`src/inc/uart_params.svh`:
```
// Purpose: Register offsets, field positions, reset values and timing counts of the serial port.
// Assumes: 100 MHz system clock; APB data register bytes sit in the low lane.
// Notes: Definitions only.
`ifndef UART_PARAMS_SVH
`define UART_PARAMS_SVH

`define UART_CLK_MHZ 100
`define UART_FIFO_DEPTH 128
`define UART_PTR_W 7
`define UART_CNT_W 8

`define UART_OFF_DATA 8'h00
`define UART_OFF_IMASK 8'h04
`define UART_OFF_ISTAT 8'h08
`define UART_OFF_FCTL 8'h0C
`define UART_OFF_LCTL 8'h10
`define UART_OFF_LSTAT 8'h14
`define UART_OFF_DIVLO 8'h18
`define UART_OFF_DIVHI 8'h1C
`define UART_OFF_RXLVL 8'h20

`define UART_EV_RXTRIG 0
`define UART_EV_TXDONE 1
`define UART_EV_PARITY 2
`define UART_EV_FRAME 3
`define UART_EV_OVERRUN 4

`define UART_FCTL_RXCLR 2
`define UART_FCTL_TXCLR 3

`define UART_TRIG_RST 2'h3
`define UART_DEPTH_RST 2'h0
`define UART_PAR_RST 2'h0
`define UART_MODE_RST 2'h0
`define UART_DIV_RST 16'h0364
`define UART_BASE_DEPTH 8'h10

`define UART_DE_HOLD_NS 800
`define UART_DE_HOLD_CYC ((`UART_DE_HOLD_NS * `UART_CLK_MHZ + 999) / 1000)

`endif

```
`src/inc/uart_pkg.sv`:
```
// Purpose: Types shared by the serial port modules.
// Assumes: Constants come from uart_params.svh.
// Notes: State machines use one-hot codes.
package uart_pkg;
  typedef enum logic [1:0] {MODE_RS422 = 2'h0, MODE_RS485 = 2'h1, MODE_LOOP = 2'h2} mode_type;
  typedef enum logic [1:0] {PAR_NONE = 2'h0, PAR_ODD = 2'h1, PAR_EVEN = 2'h2} parity_type;
  typedef enum logic [4:0] {
    TX_IDLE = 5'h01, TX_START = 5'h02, TX_DATA = 5'h04, TX_PAR = 5'h08, TX_STOP = 5'h10
  } tx_state_type;
  typedef enum logic [4:0] {
    RX_IDLE = 5'h01, RX_START = 5'h02, RX_DATA = 5'h04, RX_PAR = 5'h08, RX_STOP = 5'h10
  } rx_state_type;

  typedef struct packed {
    logic [127:0][7:0] mem;
    logic [6:0] wr;
    logic [6:0] rd;
    logic [7:0] cnt;
  } fifo_state_type;

  typedef struct packed {
    logic [1:0] sync;
    logic pready;
    logic [7:0] prdata;
    logic pslverr;
    logic pop_pend;
    logic [4:0] mask;
    logic [4:0] istat;
    logic irq;
    logic [1:0] trig;
    logic [1:0] depth;
    logic [1:0] parity;
    logic [1:0] mode;
    logic [15:0] div;
    tx_state_type tx_st;
    logic [15:0] tx_cnt;
    logic [2:0] tx_bit;
    logic [7:0] tx_sh;
    logic tx_par;
    logic txb;
    logic txd;
    logic de;
    logic re_n;
    logic [7:0] hold;
    rx_state_type rx_st;
    logic [15:0] rx_cnt;
    logic [2:0] rx_bit;
    logic [7:0] rx_sh;
    logic rx_par;
  } uart_state_type;
endpackage

```
`src/inc/fifo_if.sv`:
```
// Purpose: Carrier between the serial port core and one of its character FIFOs.
// Assumes: All signals belong to the system clock domain.
// Notes: Push into a full FIFO and pop from an empty one are ignored.
`timescale 1ns/1ps
`default_nettype none
interface fifo_if;
  logic push;
  logic pop;
  logic clr;
  logic [7:0] wdata;
  logic [7:0] rdata;
  logic [7:0] count;
  logic full;
  logic empty;
  modport owner(output push, output pop, output clr, output wdata,
    input rdata, input count, input full, input empty);
  modport store(input push, input pop, input clr, input wdata,
    output rdata, output count, output full, output empty);
endinterface
`default_nettype wire

```
`src/hdl/uart_fifo.sv`:
```
// Purpose: 128-character flip-flop FIFO used for both receive and transmit paths.
// Assumes: Head data is shown combinationally while not empty.
// Notes: Clear wins over push and pop in the same cycle.
`timescale 1ns/1ps
`default_nettype none
`include "uart_params.svh"
module uart_fifo (
  input wire logic CLK,
  input wire logic RST,
  fifo_if.store f
);
  uart_pkg::fifo_state_type st_r;
  uart_pkg::fifo_state_type st_nxt;
  logic do_push;
  logic do_pop;

  assign do_push = f.push && (st_r.cnt != `UART_CNT_W'(`UART_FIFO_DEPTH));
  assign do_pop = f.pop && (st_r.cnt != 8'h00);
  assign f.rdata = st_r.mem[st_r.rd];
  assign f.count = st_r.cnt;
  assign f.full = (st_r.cnt == `UART_CNT_W'(`UART_FIFO_DEPTH));
  assign f.empty = (st_r.cnt == 8'h00);

  always_comb
  begin
    st_nxt = st_r;
    if (do_push)
    begin
      st_nxt.mem[st_r.wr] = f.wdata;
      st_nxt.wr = st_r.wr + 7'h01;
    end
    if (do_pop)
      st_nxt.rd = st_r.rd + 7'h01;
    st_nxt.cnt = st_r.cnt + {7'h00, do_push} - {7'h00, do_pop};
    if (f.clr)
    begin
      st_nxt.wr = 7'h00;
      st_nxt.rd = 7'h00;
      st_nxt.cnt = 8'h00;
    end
  end

  always_ff @(posedge CLK or posedge RST)
  begin
    if (RST)
      st_r <= '0;
    else
      st_r <= st_nxt;
  end
endmodule
`default_nettype wire

```
`src/hdl/uart_top.sv`:
```
// Purpose: Byte-wide serial port with deep FIFOs and RS-422, RS-485 and loopback line modes.
// Assumes: APB slave on the system clock; RXD is asynchronous and is synchronised here.
// Notes: Divisor is system clock cycles per bit and must be at least 2.
//
// The APB register port and the placing of the registers were left to the implementer.
`timescale 1ns/1ps
`default_nettype none
`include "uart_params.svh"

// Overview of operation
// - Software sees byte-wide registers of a conventional serial port in the low data lane.
// - The receive and transmit FIFOs each physically hold 128 characters.
// - A programmable buffer depth sets how much of the FIFO the thresholds are based on.
// - Trigger settings decode to one character, a quarter, a half and depth minus two.
// - With a depth of sixteen the thresholds are 1, 4, 8 and 14 characters.
// - In RS-485 mode the line driver is off unless a character is being sent or the hold after its stop bit is running.
// - In RS-485 mode the driver stays on 800 ns after the last stop bit when nothing is left.
// - After reset the port is in RS-422 mode with driver and receiver always on.
// - In loopback mode the transmit bit stream feeds the receiver internally.
// - The buffer depth selects 16, 32, 64 or 128 characters, 16 after reset.
// - Parity may be none, odd or even, none after reset.
module uart_top (
  input wire logic CLK,
  input wire logic RST,
  input wire logic PSEL,
  input wire logic PENABLE,
  input wire logic PWRITE,
  input wire logic [7:0] PADDR,
  input wire logic [31:0] PWDATA,
  output logic [31:0] PRDATA,
  output logic PREADY,
  output logic PSLVERR,
  input wire logic RXD,
  output logic TXD,
  output logic DE,
  output logic RE_N,
  output logic IRQ
);
  uart_pkg::uart_state_type st_r;
  uart_pkg::uart_state_type st_nxt;
  fifo_if rxf();
  fifo_if txf();
  logic acc;
  logic [7:0] dep;
  logic [7:0] thr;
  logic ln;
  logic [4:0] ev;
  logic [4:0] w1c;
  logic [15:0] idle_cnt_r;

  uart_fifo rx_fifo (
    .CLK(CLK),
    .RST(RST),
    .f(rxf.store)
  );

  uart_fifo tx_fifo (
    .CLK(CLK),
    .RST(RST),
    .f(txf.store)
  );

  assign PRDATA = {24'h000000, st_r.prdata};
  assign PREADY = st_r.pready;
  assign PSLVERR = st_r.pslverr;
  assign TXD = st_r.txd;
  assign DE = st_r.de;
  assign RE_N = st_r.re_n;
  assign IRQ = st_r.irq;

  always_comb
  begin
    st_nxt = st_r;
    ev = 5'h00;
    w1c = 5'h00;
    rxf.push = 1'b0;
    rxf.pop = 1'b0;
    rxf.clr = 1'b0;
    rxf.wdata = st_r.rx_sh;
    txf.push = 1'b0;
    txf.pop = 1'b0;
    txf.clr = 1'b0;
    txf.wdata = PWDATA[7:0];
    acc = PSEL && PENABLE && st_r.pready;
    st_nxt.sync = {st_r.sync[0], RXD};
    dep = `UART_BASE_DEPTH << st_r.depth;
    case (st_r.trig)
      2'h0: thr = 8'h01;
      2'h1: thr = dep >> 2;
      2'h2: thr = dep >> 1;
      default: thr = dep - 8'h02;
    endcase
    // The receiver is blind while this end drives a half-duplex line.
    if (st_r.mode == uart_pkg::MODE_LOOP)
      ln = st_r.txb;
    else if (st_r.mode == uart_pkg::MODE_RS485 && st_r.de)
      ln = 1'b1;
    else
      ln = st_r.sync[1];
    // Bus: one wait state, read data captured as the wait state ends.
    st_nxt.pready = PSEL && PENABLE && !st_r.pready;
    if (PSEL && PENABLE && !st_r.pready)
    begin
      st_nxt.pslverr = 1'b0;
      st_nxt.pop_pend = 1'b0;
      st_nxt.prdata = 8'h00;
      case (PADDR)
        `UART_OFF_DATA:
        begin
          st_nxt.prdata = rxf.empty ? 8'h00 : rxf.rdata;
          st_nxt.pop_pend = !PWRITE && !rxf.empty;
        end
        `UART_OFF_IMASK: st_nxt.prdata = {3'h0, st_r.mask};
        `UART_OFF_ISTAT: st_nxt.prdata = {3'h0, st_r.istat};
        `UART_OFF_FCTL: st_nxt.prdata = {6'h00, st_r.trig};
        `UART_OFF_LCTL: st_nxt.prdata = {2'h0, st_r.depth, st_r.mode, st_r.parity};
        `UART_OFF_LSTAT: st_nxt.prdata = {3'h0, txf.full, rxf.full,
          (st_r.tx_st == uart_pkg::TX_IDLE), txf.empty, !rxf.empty};
        `UART_OFF_DIVLO: st_nxt.prdata = st_r.div[7:0];
        `UART_OFF_DIVHI: st_nxt.prdata = st_r.div[15:8];
        `UART_OFF_RXLVL: st_nxt.prdata = rxf.count;
        default: st_nxt.pslverr = 1'b1;
      endcase
    end
    if (acc && !PWRITE && st_r.pop_pend)
      rxf.pop = 1'b1;
    if (acc && PWRITE && !st_r.pslverr)
    begin
      case (PADDR)
        `UART_OFF_DATA: txf.push = 1'b1;
        `UART_OFF_IMASK: st_nxt.mask = PWDATA[4:0];
        `UART_OFF_ISTAT: w1c = PWDATA[4:0];
        `UART_OFF_FCTL:
        begin
          st_nxt.trig = PWDATA[1:0];
          rxf.clr = PWDATA[`UART_FCTL_RXCLR];
          txf.clr = PWDATA[`UART_FCTL_TXCLR];
        end
        `UART_OFF_LCTL:
        begin
          st_nxt.parity = PWDATA[1:0];
          st_nxt.mode = PWDATA[3:2];
          st_nxt.depth = PWDATA[5:4];
        end
        `UART_OFF_DIVLO: st_nxt.div[7:0] = PWDATA[7:0];
        `UART_OFF_DIVHI: st_nxt.div[15:8] = PWDATA[7:0];
        default: st_nxt.div = st_r.div;
      endcase
    end

    // Transmitter.
    case (st_r.tx_st)
      uart_pkg::TX_IDLE:
      begin
        st_nxt.txb = 1'b1;
        if (!txf.empty)
        begin
          txf.pop = 1'b1;
          st_nxt.tx_sh = txf.rdata;
          st_nxt.tx_par = (st_r.parity == uart_pkg::PAR_ODD) ? ~^txf.rdata : ^txf.rdata;
          st_nxt.tx_st = uart_pkg::TX_START;
          st_nxt.tx_cnt = st_r.div - 16'h0001;
          st_nxt.txb = 1'b0;
          st_nxt.hold = 8'h00;
        end
        else if (st_r.hold != 8'h00)
          st_nxt.hold = st_r.hold - 8'h01;
      end
      uart_pkg::TX_START, uart_pkg::TX_DATA, uart_pkg::TX_PAR, uart_pkg::TX_STOP:
      begin
        if (st_r.tx_cnt != 16'h0000)
          st_nxt.tx_cnt = st_r.tx_cnt - 16'h0001;
        else
        begin
          st_nxt.tx_cnt = st_r.div - 16'h0001;
          case (st_r.tx_st)
            uart_pkg::TX_START:
            begin
              st_nxt.tx_st = uart_pkg::TX_DATA;
              st_nxt.tx_bit = 3'h0;
              st_nxt.txb = st_r.tx_sh[0];
            end
            uart_pkg::TX_DATA:
            begin
              if (st_r.tx_bit == 3'h7)
              begin
                st_nxt.tx_st = (st_r.parity == uart_pkg::PAR_NONE) ?
                  uart_pkg::TX_STOP : uart_pkg::TX_PAR;
                st_nxt.txb = (st_r.parity == uart_pkg::PAR_NONE) ? 1'b1 : st_r.tx_par;
              end
              else
              begin
                st_nxt.tx_bit = st_r.tx_bit + 3'h1;
                st_nxt.tx_sh = {1'b0, st_r.tx_sh[7:1]};
                st_nxt.txb = st_r.tx_sh[1];
              end
            end
            uart_pkg::TX_PAR:
            begin
              st_nxt.tx_st = uart_pkg::TX_STOP;
              st_nxt.txb = 1'b1;
            end
            default:
            begin
              st_nxt.tx_st = uart_pkg::TX_IDLE;
              st_nxt.hold = 8'(`UART_DE_HOLD_CYC);
              ev[`UART_EV_TXDONE] = txf.empty;
            end
          endcase
        end
      end
      default: st_nxt.tx_st = uart_pkg::TX_IDLE;
    endcase

    // Line drivers follow the mode; loopback keeps the outside line quiet.
    case (st_r.mode)
      uart_pkg::MODE_RS485:
      begin
        st_nxt.de = (st_nxt.tx_st != uart_pkg::TX_IDLE) || (st_nxt.hold != 8'h00);
        st_nxt.re_n = st_nxt.de;
        st_nxt.txd = st_nxt.txb;
      end
      uart_pkg::MODE_LOOP:
      begin
        st_nxt.de = 1'b0;
        st_nxt.re_n = 1'b1;
        st_nxt.txd = 1'b1;
      end
      default:
      begin
        st_nxt.de = 1'b1;
        st_nxt.re_n = 1'b0;
        st_nxt.txd = st_nxt.txb;
      end
    endcase

    // Receiver samples each bit at its middle.
    case (st_r.rx_st)
      uart_pkg::RX_IDLE:
        if (!ln)
        begin
          st_nxt.rx_st = uart_pkg::RX_START;
          st_nxt.rx_cnt = st_r.div >> 1;
        end
      uart_pkg::RX_START, uart_pkg::RX_DATA, uart_pkg::RX_PAR, uart_pkg::RX_STOP:
      begin
        if (st_r.rx_cnt != 16'h0000)
          st_nxt.rx_cnt = st_r.rx_cnt - 16'h0001;
        else
        begin
          st_nxt.rx_cnt = st_r.div - 16'h0001;
          case (st_r.rx_st)
            uart_pkg::RX_START:
            begin
              st_nxt.rx_st = ln ? uart_pkg::RX_IDLE : uart_pkg::RX_DATA;
              st_nxt.rx_bit = 3'h0;
            end
            uart_pkg::RX_DATA:
            begin
              st_nxt.rx_sh = {ln, st_r.rx_sh[7:1]};
              st_nxt.rx_bit = st_r.rx_bit + 3'h1;
              if (st_r.rx_bit == 3'h7)
                st_nxt.rx_st = (st_r.parity == uart_pkg::PAR_NONE) ?
                  uart_pkg::RX_STOP : uart_pkg::RX_PAR;
            end
            uart_pkg::RX_PAR:
            begin
              st_nxt.rx_par = ln;
              st_nxt.rx_st = uart_pkg::RX_STOP;
            end
            default:
            begin
              // Characters with parity or framing errors are still stored; the flags tell software.
              rxf.push = 1'b1;
              st_nxt.rx_st = uart_pkg::RX_IDLE;
              ev[`UART_EV_FRAME] = !ln;
              ev[`UART_EV_OVERRUN] = rxf.full;
              ev[`UART_EV_PARITY] = (st_r.parity == uart_pkg::PAR_ODD) ?
                (st_r.rx_par != ~^st_r.rx_sh) :
                ((st_r.parity == uart_pkg::PAR_EVEN) && (st_r.rx_par != ^st_r.rx_sh));
            end
          endcase
        end
      end
      default: st_nxt.rx_st = uart_pkg::RX_IDLE;
    endcase

    ev[`UART_EV_RXTRIG] = (rxf.count >= thr);
    st_nxt.istat = (st_r.istat & ~w1c) | ev;
    st_nxt.irq = |(st_r.istat & st_r.mask);
  end

  always_ff @(posedge CLK or posedge RST)
  begin
    if (RST)
    begin
      st_r <= '0;
      st_r.sync <= 2'h3;
      st_r.trig <= `UART_TRIG_RST;
      st_r.depth <= `UART_DEPTH_RST;
      st_r.parity <= `UART_PAR_RST;
      st_r.mode <= `UART_MODE_RST;
      st_r.div <= `UART_DIV_RST;
      st_r.tx_st <= uart_pkg::TX_IDLE;
      st_r.rx_st <= uart_pkg::RX_IDLE;
      st_r.txb <= 1'b1;
      st_r.txd <= 1'b1;
      st_r.de <= 1'b1;
    end
    else
      st_r <= st_nxt;
  end

  // Helper for checking the driver release: cycles since the transmitter went idle.
  always_ff @(posedge CLK or posedge RST)
  begin
    if (RST)
      idle_cnt_r <= 16'h0000;
    else if (st_r.tx_st != uart_pkg::TX_IDLE)
      idle_cnt_r <= 16'h0000;
    else if (idle_cnt_r != 16'hFFFF)
      idle_cnt_r <= idle_cnt_r + 16'h0001;
  end

  rs422_drive_a: assert property (@(posedge CLK) disable iff (RST)
    st_r.mode == uart_pkg::MODE_RS422 |=> DE && !RE_N)
    else $error("RS-422 mode did not keep driver and receiver enabled");

  rs485_busy_de_a: assert property (@(posedge CLK) disable iff (RST)
    st_r.mode == uart_pkg::MODE_RS485 && $stable(st_r.mode) &&
    st_r.tx_st != uart_pkg::TX_IDLE |=> DE)
    else $error("Driver not enabled during RS-485 transmission");

  de_release_a: assert property (@(posedge CLK) disable iff (RST)
    $fell(DE) && st_r.mode == uart_pkg::MODE_RS485 && $past(st_r.mode) == uart_pkg::MODE_RS485
    |-> idle_cnt_r >= 16'(`UART_DE_HOLD_CYC))
    else $error("RS-485 driver released before the hold time");

  de_hold_a: assert property (@(posedge CLK) disable iff (RST)
    st_r.mode == uart_pkg::MODE_RS485 && st_r.tx_st == uart_pkg::TX_STOP &&
    st_nxt.tx_st == uart_pkg::TX_IDLE && $stable(st_r.mode) |=> DE [*8])
    else $error("RS-485 driver dropped right after the stop bit");

  loop_quiet_a: assert property (@(posedge CLK) disable iff (RST)
    st_r.mode == uart_pkg::MODE_LOOP && $stable(st_r.mode) && st_r.tx_st == uart_pkg::TX_START
    |-> !ln && TXD)
    else $error("Loopback start bit did not reach the receiver");

  thr_classic_a: assert property (@(posedge CLK) disable iff (RST)
    st_r.depth == 2'h0 |-> (st_r.trig == 2'h1 && thr == 8'h04) || (st_r.trig == 2'h2 &&
    thr == 8'h08) || (st_r.trig == 2'h3 && thr == 8'h0E) || (st_r.trig == 2'h0 && thr == 8'h01))
    else $error("Depth 16 thresholds differ from 1, 4, 8, 14");

  thr_deep_a: assert property (@(posedge CLK) disable iff (RST)
    st_r.depth == 2'h3 && st_r.trig == 2'h3 |-> thr == 8'h7E)
    else $error("Depth 128 top threshold is not 126");

  fifo_cap_a: assert property (@(posedge CLK) disable iff (RST)
    txf.count <= 8'h80 && rxf.count <= 8'h80 && (txf.full == (txf.count == 8'h80)))
    else $error("FIFO count beyond 128 characters");

  start_bit_a: assert property (@(posedge CLK) disable iff (RST)
    $rose(st_r.tx_st == uart_pkg::TX_START) && st_r.mode != uart_pkg::MODE_LOOP &&
    $stable(st_r.mode) |-> !TXD)
    else $error("Start bit not driven low");

  rx_trig_a: assert property (@(posedge CLK) disable iff (RST)
    rxf.count >= thr && st_r.mask[`UART_EV_RXTRIG] ##1 st_r.mask[`UART_EV_RXTRIG] |=> IRQ)
    else $error("Receive threshold did not raise the interrupt");
endmodule
`default_nettype wire

```
`config.mk`:
```
export PLATFORM = sky130hd
export DESIGN_NAME = uart_top
export DESIGN_NICKNAME = d
export VERILOG_FILES = /design/src/inc/uart_pkg.sv /design/src/inc/fifo_if.sv /design/src/hdl/uart_fifo.sv /design/src/hdl/uart_top.sv
export VERILOG_INCLUDE_DIRS = /design/src /design/src/inc
export SDC_FILE = /design/constraint.sdc
export NUM_CORES = 2
export LEC_CHECK = 0
export BUFFER_PORTS_ARGS = -buffer_cell sky130_fd_sc_hd__buf_2
export CAP_MARGIN = 10
export CORE_MARGIN = 2
export CORE_UTILIZATION = 40
export CTS_CLUSTER_DIAMETER = 40
export DETAILED_ROUTE_END_ITERATION = 7
export PLACE_DENSITY = 0.65
export SYNTH_ARGS = -nofsm -noshare
export SYNTH_HDL_FRONTEND = slang
export SYNTH_SLANG_ARGS = --single-unit
```
`constraint.sdc`:
```
create_clock -name CLK -period 87.9 [get_ports CLK]
set_input_delay 4.395 -clock CLK [delete_from_list [all_inputs] [get_ports CLK]]
set_output_delay 4.395 -clock CLK [all_outputs]
set_load 0.01 [all_outputs]
```
==> flow_summary.json <==
{
  "status": "complete, no violations",
  "slew_headroom": 0.0833,
  "drt-wirelength-per-cell_um": 25.0,
  "muxShareOfSynthArea": 0.362,
  "synth_adder_area_share": 0.00629,
  "hold_class": "reg2reg",
  "path_clk_slew_ns": 0.05,
  "cts_tree": "built",
  "cts_resized": 0,
  "start_util": 0.401,
  "synth.top_cell.area_share": 0.531,
  "irDropWorstVdd_mv": 0.0235,
  "setup_violations": 0,
  "min_from": "st_nxt[125]$_DFF_PP1_",
  "r2r_cells": 8,
  "antenna_found_initial": 4,
  "drc": 0,
  "setup_slack_ns": 80.04,
  "htreeDepth": 5,
  "synth_area_um2": 104000,
  "synth_top_family_by_area": "multiplexers",
  "drt_wl_total_mm": 266,
  "cts_post_setup_buffers_inserted": 0,
  "syn_inst": 6943,
  "ys_types": 85,
  "crit_arrival_ns": 8.76,
  "p_leak_nw": 55.4,
  "rows": 187,
  "ys_seq_elements": 2218,
  "fmax_mhz": 127,
  "drive_gt1_frac": 0.501,
  "die_w_um": 514,
  "slew_violations": 0,
  "drt_pre_antenna_iters": 6,
  "place.gp.congestion": 0.866,
  "finalPower_mw": 2.59,
  "portBuffers": 35,
  "cts_root_buffer": "clkbuf_16",
  "synth_compound_area_frac": 0.0246,
  "synth-xor-area-share": 0.00569,
  "worstHoldEndpoint": "st_r[125]$_DFF_PP1_",
  "whs_path_depth": 0,
  "fin_crit_ns": 7.86,
  "grt_max_degree": 187,
  "r2r_setup_slack_ns": 82.22,
  "worstPathRequired_ns": 88.81,
  "yosys-top-cells-area": "dfrtp_1, mux2_2, mux4_2",
  "tritoncts.num_buffers": 369,
  "grt_pass1_wl_mm": 410,
  "synthTopCellsByCount": "dfrtp_1, mux2_2, mux4_2",
  "cts_max_path_buffers": 4,
  "yosysMostFrequentCell": "dfrtp_1",
  "hold_violations": 0,
  "cap_violations": 0,
  "r2r-start": "rx_fifo.st_r[8]$_DFFE_PP0P_",
  "final_core_util": 0.463,
  "nNetsFinal": 7057,
  "top_usage_layer": "met2",
  "finalNonFillerCells": 10652,
  "vias": 61115,
  "synth_seq_area_share": 0.535,
  "worst_slew_pin_slew_ns": 1.37,
  "cp-start-kind": "primary input",
  "synth-simple-area-share": 0.0424,
  "synth_area_leader_cell": "dfrtp_1",
  "async_flop_share": 1.00,
  "end_kind": "async pin",
  "ioPinCount": 84,
  "max_stage_delay_ns": 0.92,
  "dr.first_iter.drc_count": 4611,
  "critPathKind": "in2async",
  "hold_buffers": 0,
  "met2_usage": 0.321,
  "crit_top_cell": "buf_4",
  "overflow": 0,
  "reg2reg_to": "PRDATA[1]$_DFFE_PP0P_",
  "period_share": 0.0894,
  "synth_edf_count": 0,
  "syn_area_per_cell_um2": 15.0,
  "slowest_stage": "buf_4",
  "clock_sinks": 2218,
  "dieArea_um2": 264000,
  "synth_ff_type": "dfrtp_1",
  "grt_pass1_vias": 64164,
  "die_h_um": 514,
  "rsz0062_at_grt": "false",
  "place_inst": 9990,
  "power_density_nw_per_um2": 21.6,
  "area_growth_pct": 15.4,
  "place_ws_ns": 78.81,
  "ys_warn_count": 0,
  "ant_nets": 0,
  "grt_util_met1": 0.279,
  "via_per_inst": 5.74,
  "fillCellCount": 22142,
  "setup_tns_ns": 0,
  "gr-usage-all-layers": 0.201,
  "core-area_um2": 259000,
  "place_hpwl_mm": 165,
  "use_met3": 0.0339,
  "cp_max_fo": 114,
  "skew_ns": 0.131,
  "clock_latency_ns": 0.97,
  "crit_chain": "buf_2 -> inv_8 -> buf_4 -> buf_4 -> buf_4 -> buf_4"
}
## worst max-delay path, delay by kind of cell
family / cells / cell delay (ns)
buffers and inverters: 6 / 3.94
## cell type report
cell class / count / area (um2) / area share
Sequential cell: 2218 / 55600 / 0.464
Antenna cell: 6 / 15.0 / 0.000125
Inverter: 61 / 236 / 0.00197
Multi-Input combinational cell: 4173 / 45900 / 0.383
Clock buffer: 457 / 10200 / 0.0853
Clock inverter: 198 / 2590 / 0.0216
Tap cell: 3402 / 4260 / 0.0355
Timing Repair Buffer: 137 / 1080 / 0.00899
## cells in the final DEF, fill, tap and decap left out, types with 39 or more instances in the layout
cell       synthesis  layout
nor2_2           113     113
nand3_1           51      50
clkbuf_8           0      53
o21ai_0           87      87
bufinv_16          0      49
mux4_2           551     551
dfrtp_1         2204    2188
a21oi_1           90      90
inv_1             60      58
clkinv_2           0      59
clkbuf_16          0     375
mux2_2          2122    2122
xnor2_1           39      39
o22ai_1           41      41
ha_1              49      49
buf_4             48     100
nand2_1          270     268
mux2i_1           71      71
nor3_1            63      62
nor2_1           188     188
## power breakdown
| part | switching (mW) | internal, mW | total [mW] | leakage, nW |
|---|---|---|---|---|
| Clock | 0.512 | 0.969 | 1.48 | 6.25 |
| Sequential | 0.00748 | 1.03 | 1.04 | 30.7 |
| Combinational | 0.0553 | 0.0213 | 0.0767 | 18.5 |
| Total | 0.575 | 2.02 | 2.59 | 55.4 |
## kinds of logic after synthesis
group                      after synthesis
DFF                                   2218
other                                    2
muxes                                 2765
buffers and inverters                  575
adders and majority gates               51
xor gates and xnor gates                65
AOI/OAI and AO/OA                      389
and+or+nand+nor                        878
## layer usage
| layer | share of wire | wire length (um) |
|---|---|---|
| met3 | 0.051 | 13500 |
| met1 | 0.44 | 117000 |
| met2 | 0.48 | 127000 |
| met4 | 0.033 | 8770 |
| met5 | 0 | 0 |
## flip-flops by register name, indices dropped and copies added, names as in the netlist, 8 cells and up
signal	cells
PRDATA	8
tx_fifo.f.count	8
st_r	103
rx_fifo.f.count	8
tx_fifo.st_r	1038
rx_fifo.st_r	1038
rxf.wdata	8
## worst max-delay path by stage
stage | startpoint | to | slack, ns
final | RST | tx_fifo.st_r[168]$_DFFE_PP0P_ | 80.04
after global routing | RST | tx_fifo.st_r[9]$_DFFE_PP0P_ | 79.26
after CTS | RST | tx_fifo.st_r[9]$_DFFE_PP0P_ | 79.81
after detailed placement | RST | tx_fifo.st_r[9]$_DFFE_PP0P_ | 78.81
after global placement | RST | tx_fifo.st_r[9]$_DFFE_PP0P_ | 79.04
after floorplan | RST | IRQ$_DFF_PP0_ | 20.86
## metrics by stage
stage	cell area, um2	hold WS, ns
detailed placement	107000	0.355
global route	120000	0.369
finish	120000	0.361
CTS	120000	0.364
floorplan	104000	0.345
global placement	107000	0.353
Power figures use the tool's default switching activity.
